### config.mk
export PLATFORM = sky130hd
export DESIGN_NAME = fe_err_stat
export DESIGN_NICKNAME = d
export VERILOG_FILES = /design/src/design/fe_pin_sync.v /design/src/design/fe_err_stat.v
export VERILOG_INCLUDE_DIRS = /design/src /design/src/design
export SDC_FILE = /design/constraint.sdc
export NUM_CORES = 1
export LEC_CHECK = 0
export ABC_AREA = 1
export BUFFER_PORTS_ARGS = -buffer_cell sky130_fd_sc_hd__buf_2
export CELL_PAD_IN_SITES_DETAIL_PLACEMENT = 1
export CELL_PAD_IN_SITES_GLOBAL_PLACEMENT = 1
export CORE_MARGIN = 2
export CORE_UTILIZATION = 35
export DETAILED_ROUTE_END_ITERATION = 8
export MAX_ROUTING_LAYER = met4
export PLACE_DENSITY_LB_ADDON = 0.1
export SLEW_MARGIN = 20
export SYNTH_ARGS = -nofsm -noshare
export SYNTH_HDL_FRONTEND = slang
export SYNTH_SLANG_ARGS = --single-unit
### constraint.sdc
create_clock -name clk -period 4.85 [get_ports clk]
set_input_delay 1.2125 -clock clk [delete_from_list [all_inputs] [get_ports clk]]
set_output_delay 1.2125 -clock clk [all_outputs]
set_load 0.01 [all_outputs]
### src/design/fe_err_stat_regs.vh
`ifndef FE_ERR_STAT_REGS_VH
`define FE_ERR_STAT_REGS_VH

// ----------------------------------------
// register offsets on the management bus
// ----------------------------------------
`define FE_OFS_CODING_CFG 5'h17
`define FE_OFS_OWN_STATUS 5'h19

// ----------------------------------------
// coding sublayer config field positions
// ----------------------------------------
`define FE_CFG_CODE_SEL 4
`define FE_CFG_LINK_EN 2
`define FE_CFG_PKT_EN 1
`define FE_CFG_CODE_EN 0
`define FE_CFG_RESET 5'h00

// ----------------------------------------
// own status field positions
// ----------------------------------------
`define FE_ST_LINK_OK 15
`define FE_ST_LOW_POWER 14
`define FE_ST_RX_VALID 13
`define FE_ST_DESCR_LOCK 12
`define FE_ST_PAUSE 9
`define FE_ST_DUPLEX 7
`define FE_ST_TEN_MODE 6
`define FE_ST_LOW_POWER_RESET 1'b1

// ----------------------------------------
// error nibbles driven toward the mac
// ----------------------------------------
`define FE_NIB_LINK_ERR 4'h3
`define FE_NIB_PKT_ERR 4'h2
`define FE_NIB_CODE_SEL1 4'h5
`define FE_NIB_CODE_SEL0 4'h6

// ----------------------------------------
// management frame counts
// ----------------------------------------
`define FE_PREAMBLE_ONES 6'd32
`define FE_HDR_BITS 4'd12
`define FE_DATA_BITS 5'd16
`define FE_OP_READ 2'b10
`define FE_OP_WRITE 2'b01

`endif

### src/design/fe_pin_sync.v
`timescale 1ns/1ps
// three-flop sampler per bit; level moves only when stages two and three agree
module fe_pin_sync #(
  parameter WIDTH = 4
) (
  input wire clk,
  input wire rst,
  input wire [WIDTH-1:0] pin,
  output reg [WIDTH-1:0] level,
  output reg [WIDTH-1:0] rise
);
  reg [WIDTH-1:0] s1; // first stage, read only by s2
  reg [WIDTH-1:0] s2;
  reg [WIDTH-1:0] s3;
  genvar i;
  generate
    for (i = 0; i < WIDTH; i = i + 1) begin : g_bit
      // ----------------------------------------
      // sampler chain and agreed level
      // ----------------------------------------
      always @(posedge clk or posedge rst) begin
        if (rst) begin
          s1[i] <= 1'b0;
          s2[i] <= 1'b0;
          s3[i] <= 1'b0;
          level[i] <= 1'b0;
          rise[i] <= 1'b0;
        end else begin
          s1[i] <= pin[i];
          s2[i] <= s1[i];
          s3[i] <= s2[i];
          // a lone glitch in stage two never reaches the level
          if (s2[i] == s3[i]) begin
            level[i] <= s3[i];
          end
          rise[i] <= (s2[i] == s3[i]) && s3[i] && !level[i];
        end
      end
    end
  endgenerate
endmodule

### src/design/fe_err_stat.v
`timescale 1ns/1ps
`include "fe_err_stat_regs.vh"
// receive error reporting and own-status bank behind the management pins
module fe_err_stat (
  input wire clk,
  input wire rst,
  // management pins
  input wire mdc,
  input wire mdio_in,
  output reg mdio_out,
  output reg mdio_oe,
  input wire [4:0] phy_addr_strap,
  // mii clocks and pins
  input wire rx_clk,
  input wire tx_er,
  output reg [3:0] rxd,
  output reg rx_er,
  output reg tx_halt,
  // receive datapath, same clock
  input wire [3:0] dp_rxd,
  input wire dp_rx_er,
  input wire dp_rx_dv,
  input wire link_err,
  input wire pkt_err,
  input wire code_err,
  // device state, same clock
  input wire compat_mode,
  input wire link_ok,
  input wire low_power,
  input wire descr_lock,
  input wire ten_mode,
  input wire full_duplex,
  input wire pause_done
);
  // ----------------------------------------
  // state encodings
  // ----------------------------------------
  localparam [4:0] ST_PRE = 5'b00001; // counting preamble ones
  localparam [4:0] ST_START = 5'b00010; // second start bit
  localparam [4:0] ST_HDR = 5'b00100; // op, phy and register address
  localparam [4:0] ST_TA = 5'b01000; // turnaround
  localparam [4:0] ST_DATA = 5'b10000; // sixteen data bits

  // ----------------------------------------
  // pin sampling
  // ----------------------------------------
  wire [3:0] pin_level;
  wire [3:0] pin_rise;
  fe_pin_sync #(.WIDTH(4)) u_sync (
    .clk(clk),
    .rst(rst),
    .pin({tx_er, rx_clk, mdio_in, mdc}),
    .level(pin_level),
    .rise(pin_rise)
  );
  wire mdc_rise = pin_rise[0]; // management bit clock edge
  wire mdio_bit = pin_level[1]; // agreed data level
  wire rxc_rise = pin_rise[2]; // mii receive clock edge
  wire tx_er_lvl = pin_level[3];

  // ----------------------------------------
  // registers and status capture
  // ----------------------------------------
  reg [4:0] cfg; // coding sublayer config bits 4:0
  reg [15:0] status; // own status image
  reg [4:0] phy_addr; // strap caught after reset release
  reg strap_done;
  wire code_en = cfg[`FE_CFG_CODE_EN] & ~compat_mode;

  // strap capture runs after reset, so no port feeds an async load
  always @(posedge clk or posedge rst) begin
    if (rst) begin
      phy_addr <= 5'h00;
      strap_done <= 1'b0;
    end else if (!strap_done) begin
      phy_addr <= phy_addr_strap;
      strap_done <= 1'b1;
    end
  end

  // status bits track device state each cycle; unowned bits read zero
  always @(posedge clk or posedge rst) begin
    if (rst) begin
      status <= 16'h0000;
      status[`FE_ST_LOW_POWER] <= `FE_ST_LOW_POWER_RESET;
    end else begin
      status <= 16'h0000;
      status[`FE_ST_LINK_OK] <= link_ok;
      status[`FE_ST_LOW_POWER] <= low_power;
      status[`FE_ST_RX_VALID] <= dp_rx_dv;
      status[`FE_ST_DESCR_LOCK] <= descr_lock;
      status[`FE_ST_PAUSE] <= pause_done;
      status[`FE_ST_DUPLEX] <= full_duplex;
      status[`FE_ST_TEN_MODE] <= ten_mode;
    end
  end

  // read decode, used by the frame engine
  function [15:0] read_word;
    input [4:0] ofs;
    input [4:0] cfg_v;
    input [15:0] st_v;
    begin
      if (ofs == `FE_OFS_CODING_CFG) begin
        read_word = {11'h000, cfg_v};
      end else if (ofs == `FE_OFS_OWN_STATUS) begin
        read_word = st_v;
      end else begin
        read_word = 16'h0000; // unmapped reads as zero
      end
    end
  endfunction

  // ----------------------------------------
  // management frame engine
  // ----------------------------------------
  reg [4:0] state;
  reg [5:0] ones_cnt; // saturating preamble count
  reg [4:0] bit_cnt; // bits seen in header or data
  reg [11:0] hdr; // op, phy address, register address
  reg [15:0] shreg; // read data out or write data in
  reg hit; // frame addresses this phy
  reg wr_pulse; // one-cycle write strobe
  reg [4:0] wr_ofs;
  reg [15:0] wr_data;
  wire [11:0] next_hdr = {hdr[10:0], mdio_bit};
  wire [15:0] next_shreg = {shreg[14:0], mdio_bit};

  // shifts one bit per management clock edge; no preamble suppression
  always @(posedge clk or posedge rst) begin
    if (rst) begin
      state <= ST_PRE;
      ones_cnt <= 6'd0;
      bit_cnt <= 5'd0;
      hdr <= 12'h000;
      shreg <= 16'h0000;
      hit <= 1'b0;
      mdio_out <= 1'b0;
      mdio_oe <= 1'b0;
      wr_pulse <= 1'b0;
      wr_ofs <= 5'h00;
      wr_data <= 16'h0000;
    end else begin
      wr_pulse <= 1'b0;
      if (mdc_rise) begin
        case (state)
          ST_PRE: begin
            mdio_oe <= 1'b0;
            if (mdio_bit) begin
              if (ones_cnt != `FE_PREAMBLE_ONES) begin
                ones_cnt <= ones_cnt + 6'd1;
              end
            end else begin
              // a zero ends the preamble only after enough ones
              if (ones_cnt == `FE_PREAMBLE_ONES) begin
                state <= ST_START;
              end
              ones_cnt <= 6'd0;
            end
          end
          ST_START: begin
            bit_cnt <= 5'd0;
            state <= mdio_bit ? ST_HDR : ST_PRE;
          end
          ST_HDR: begin
            hdr <= next_hdr;
            bit_cnt <= bit_cnt + 5'd1;
            if (bit_cnt == {1'b0, `FE_HDR_BITS} - 5'd1) begin
              hit <= (next_hdr[9:5] == phy_addr) &&
                     ((next_hdr[11:10] == `FE_OP_READ) ||
                      (next_hdr[11:10] == `FE_OP_WRITE));
              shreg <= read_word(next_hdr[4:0], cfg, status);
              bit_cnt <= 5'd0;
              state <= ST_TA;
            end
          end
          ST_TA: begin
            bit_cnt <= bit_cnt + 5'd1;
            if (bit_cnt == 5'd0) begin
              // master released the line; claim it with the zero bit
              if (hit && hdr[11:10] == `FE_OP_READ) begin
                mdio_oe <= 1'b1;
                mdio_out <= 1'b0;
              end
            end else begin
              mdio_out <= shreg[15];
              shreg <= {shreg[14:0], 1'b0};
              bit_cnt <= 5'd0;
              state <= ST_DATA;
            end
          end
          ST_DATA: begin
            bit_cnt <= bit_cnt + 5'd1;
            if (hdr[11:10] == `FE_OP_READ) begin
              mdio_out <= shreg[15];
              shreg <= {shreg[14:0], 1'b0};
            end else begin
              shreg <= next_shreg;
            end
            if (bit_cnt == `FE_DATA_BITS - 5'd1) begin
              // last bit: release the line, commit any write
              mdio_oe <= 1'b0;
              mdio_out <= 1'b0;
              if (hit && hdr[11:10] == `FE_OP_WRITE) begin
                wr_pulse <= 1'b1;
                wr_ofs <= hdr[4:0];
                wr_data <= next_shreg;
              end
              ones_cnt <= 6'd0;
              state <= ST_PRE;
            end
          end
          default: begin
            state <= ST_PRE;
          end
        endcase
      end
    end
  end

  // config register write; the code enable holds while compat mode is on
  always @(posedge clk or posedge rst) begin
    if (rst) begin
      cfg <= `FE_CFG_RESET;
    end else if (wr_pulse && wr_ofs == `FE_OFS_CODING_CFG) begin
      cfg[4:1] <= wr_data[4:1];
      if (!compat_mode) begin
        cfg[`FE_CFG_CODE_EN] <= wr_data[`FE_CFG_CODE_EN];
      end
    end
  end

  // ----------------------------------------
  // receive error injection
  // ----------------------------------------
  reg link_pend; // error seen, waiting for the next receive clock edge
  reg pkt_pend;
  reg code_pend;

  // events are held until the next receive clock edge, which clears all three whether carried out or not;
  // a fresh event in the consuming cycle stays pending (set wins)
  always @(posedge clk or posedge rst) begin
    if (rst) begin
      link_pend <= 1'b0;
      pkt_pend <= 1'b0;
      code_pend <= 1'b0;
    end else begin
      link_pend <= (link_err & cfg[`FE_CFG_LINK_EN]) | (link_pend & ~rxc_rise);
      pkt_pend <= (pkt_err & cfg[`FE_CFG_PKT_EN]) | (pkt_pend & ~rxc_rise);
      code_pend <= (code_err & code_en) | (code_pend & ~rxc_rise);
    end
  end

  // mii outputs move on the sampled receive clock edge; code beats packet beats link
  always @(posedge clk or posedge rst) begin
    if (rst) begin
      rxd <= 4'h0;
      rx_er <= 1'b0;
    end else if (rxc_rise) begin
      if (code_pend && code_en) begin
        rxd <= cfg[`FE_CFG_CODE_SEL] ? `FE_NIB_CODE_SEL1 : `FE_NIB_CODE_SEL0;
        rx_er <= 1'b1;
      end else if (pkt_pend && cfg[`FE_CFG_PKT_EN]) begin
        rxd <= `FE_NIB_PKT_ERR;
        rx_er <= 1'b1;
      end else if (link_pend && cfg[`FE_CFG_LINK_EN]) begin
        rxd <= `FE_NIB_LINK_ERR;
        rx_er <= 1'b1;
      end else begin
        rxd <= dp_rxd;
        rx_er <= dp_rx_er;
      end
    end
  end

  // transmit halt request to the encoder, gated by the code enable
  always @(posedge clk or posedge rst) begin
    if (rst) begin
      tx_halt <= 1'b0;
    end else begin
      tx_halt <= tx_er_lvl & code_en;
    end
  end
endmodule

==> metrics.md <==
| Metric | Value |
|---|---|
| Final estimated routing congestion in global placement | 0.773 |
| Setup violators final | 0 |
| End of the worst hold path | u_sync.s2[2] |
| Critical Path Stages | 1 |
| Worst-path fanout max | 2 |
| Mux contribution to synthesized area | 0.0144 |
| Final Skew | 0.00461 ns |
| WS Path Type | reg -> out |
| R2r setup slk | 2.89 ns |
| Adder-cell share of the synthesized area | 0.0229 |
| Num Clock Sinks | 103 |
| Crit share post-route | 0.435 |
| Post-synth cell types | 37 |
| Clock transition at path regs | 0.07 ns |
| DP Cell Count | 753 |
| M1 GR Usage | 0.210 |
| Seq/Total Area, Yosys | 0.549 |
| Vias in the first global route | 3696 |
| IO buf count | 34 |
| Post-CTS Setup Bufs | 0 |
| First-pass GRT wire length | 17.8 mm |
| Slew Limit Headroom | 0.403 |
| Syn_area_per_cell | 8.54 um2 |
| Most common cell after layout, fill and taps aside | nand2_1 |
| Simple-Gate Fraction of Synth Area | 0.268 |
| Grt met3 use | 0.0309 |
| RSZ-0062 raised after global routing | false |
| Hold-fix buffers, CTS | 0 |
| Total CTS buffers | 9 |
| GRT Max-Usage Layer | met2 |
| Met2 usage | 0.248 |
| Via Count | 3580 |
| CP cell instances | buf_2 |
| Final min period | 2.11 ns |
| CTS tree | done |
| WL/cell | 13.5 um |
| CTS Buffer Depth | 2 |
| Remaining antenna violation count | 0 |
| Compound-Gate Fraction of Synth Area | 0.0745 |
| DIE AREA | 0.0144 mm2 |
| Critical Path AT | 0.90 ns |
| Critical Path End Type | primary output |
| Filler cells | 1619 |
| Die Height | 120 um |
| DRC Markers | 0 |
| Nets@finish | 622 |
| Slew @ Worst Pin | 0.895 ns |
| Initial antenna violation count | 0 |
| Final TNS setup | 0 ns |
| R2R depth | 9 |
| Crit path max-delay family | flip-flops |
| Synth Instances | 551 |
| H-tree level count | 3 |
| First-pass DRT Iterations | 4 |
| Final wirelength | 10.4 mm |
| Fmax | 474 MHz |
| CP startpoint | mdio_out |
| Cell Rows | 42 |
| GRT Overall Usage | 0.161 |
| Max-slew violations | 0 |
| Commonest non-fill, non-tap cells in the layout | nand2_1 (177), dfrtp_1 (101), inv_1 (62) |
| Die width | 120 um |
| Reg-to-Reg Start | bit_cnt[0] |
| Critical Path Slowest Stage Cell | dfrtp_1 |
| Peak supply drop | 156 uV |
| Cell area after synthesis | 0.00470 mm2 |
| Critical Path RT | 3.64 ns |
| Share of cells above drive strength 1 | 0.135 |
| Final instance area | 0.00536 mm2 |
| WP buf/inv | 1 |
| Dpl cell area | 0.00505 mm2 |
| Min-Delay Path Class | reg -> reg |
| Hold path cells | 0 |
| Fin. Hold Viols | 0 |
| Largest net degree at the start of global routing | 74 |
| Yosys warns | 0 |
| Syn_nets | 585 |
| CTS resizes | 0 |
| GRT overflow | 0 |
| Outcome | finished, final reports clean |
| CP max stage delay | 0.40 ns |
| Core area | 0.0132 mm2 |
| Pwr/cell area | 389 mW/mm2 |
| R2R Path End | wr_data[4] |
| Largest family of logic cells by synthesized area | simple AND/OR/NAND/NOR gates |
| CP Launch Type | flip-flop |
| Number of diodes | 0 |
| Final Non-Filler Cells | 768 |
| Hold slack | 0.350 ns |
| Synth Area in XOR/XNOR | 0.00745 |
| Latest clock arrival within the worst-skew pair | 0.35 ns |
| Hold Crit Start | u_sync.s1[2] |
| Max cap viols | 0 |
| Starting Density | 0.357 |
| Area added between synthesis and finish | 13.9% |
| Total power | 2.09 mW |
| Seq cells post-synth | 103 |
| Detail Placement HPWL | 7.32 mm |
| IO Pins | 35 |
| Clk root buf | clkbuf_16 |
| Leakage | 2.68 nW |
| Initial drt markers | 146 |
| Drt via density | 4.66 |
==> worst max path at each step <==
stage | endpoint | slack (ns)
2_1_floorplan | bit_cnt[0] | 0.94
4_1_cts | state[0] | 2.71
3_3_place_gp | state[0] | 2.34
6_report | mdio_out | 2.74
5_1_grt | state[0] | 2.59
3_5_place_dp | state[0] | 2.33
==> synthesized netlist by cell type <==
cell type | count | area [um2]
a22oi_1 | 1 | 7.51
o21ai_1 | 10 | 50.1
ha_1 | 7 | 87.6
clkbuf_2 | 1 | 5.00
inv_2 | 2 | 7.51
xor2_1 | 4 | 35.0
maj3_1 | 2 | 20.0
inv_1 | 63 | 236
mux2_2 | 6 | 67.6
buf_6 | 2 | 22.5
nand2_2 | 3 | 18.8
nand4_1 | 4 | 25.0
nand2_1 | 177 | 664
o21ai_0 | 29 | 145
a32o_1 | 1 | 10.0
nor2_4 | 4 | 45.0
a31oi_1 | 1 | 6.26
o21bai_1 | 1 | 7.51
nor2_2 | 5 | 31.3
a21o_1 | 1 | 7.51
nand3_4 | 1 | 17.5
buf_2 | 3 | 15.0
conb_1 | 1 | 3.75
dfstp_2 | 2 | 52.6
clkbuf_1 | 3 | 11.3
a22o_1 | 4 | 35.0
nor3_1 | 3 | 15.0
nand3_1 | 39 | 195
a21oi_4 | 1 | 16.3
nand2_4 | 3 | 33.8
and3_1 | 1 | 6.26
dfrtp_1 | 101 | 2530
a21oi_1 | 13 | 65.1
nor2_1 | 48 | 180
nor4_1 | 1 | 6.26
nand3_2 | 1 | 10.0
or2_2 | 2 | 12.5
==> sequential cells by signal, indices dropped and copies added, names as in the netlist, 2 cells and up <==
| name | flops |
|---|---|
| bit_cnt | 5 |
| cfg | 5 |
| hdr | 12 |
| ones_cnt | 6 |
| phy_addr | 5 |
| rxd | 4 |
| shreg | 16 |
| state | 5 |
| status | 7 |
| u_sync.level | 4 |
| u_sync.rise | 2 |
| u_sync.s1 | 4 |
| u_sync.s2 | 4 |
| u_sync.s3 | 4 |
| wr_data | 5 |
| wr_ofs | 5 |
==> routing by layer <==
metal | vias to the layer above | part of all wire | routed length [um]
met2 | 36 | 0.45 | 4670
met4 | 0 | 0.017 | 181
li1 | 1811 | - | -
met5 | - | 0 | 0
met3 | 14 | 0.027 | 281
met1 | 1719 | 0.50 | 5230
==> cell type report <==
type	count	area (um2)	share of cell area
inverter	65	246	0.0460
clock buffer	13	270	0.0504
tap	176	220	0.0411
multi-input combinational	374	1830	0.341
timing repair buffer	35	178	0.0332
sequential	103	2580	0.481
clock inverter	2	38.8	0.00724
==> where the power goes <==
group / total [mW] / switching [mW] / internal, mW
Sequential: 0.980 / 0.0600 / 0.920
Combinational: 0.352 / 0.241 / 0.111
Clock: 0.755 / 0.314 / 0.441
==> stage by stage <==
stage                     utilization  setup slack (ns)
after detailed placement        0.383              2.33
after global placement          0.383              2.34
after CTS                       0.406              2.71
final                           0.406              2.74
after floorplan                     -             0.937
after global routing            0.406              2.59
==> logic make-up after synthesis <==
group | after synthesis
other | 1
multiplexers | 6
XOR/XNOR | 4
AND/OR/NAND/NOR | 292
flip-flops | 103
adder cells (fa/ha/maj) | 9
buffers and inverters | 74
AO/OA/AOI/OAI | 62
Note: power is estimated with default switching activity, not from simulation.
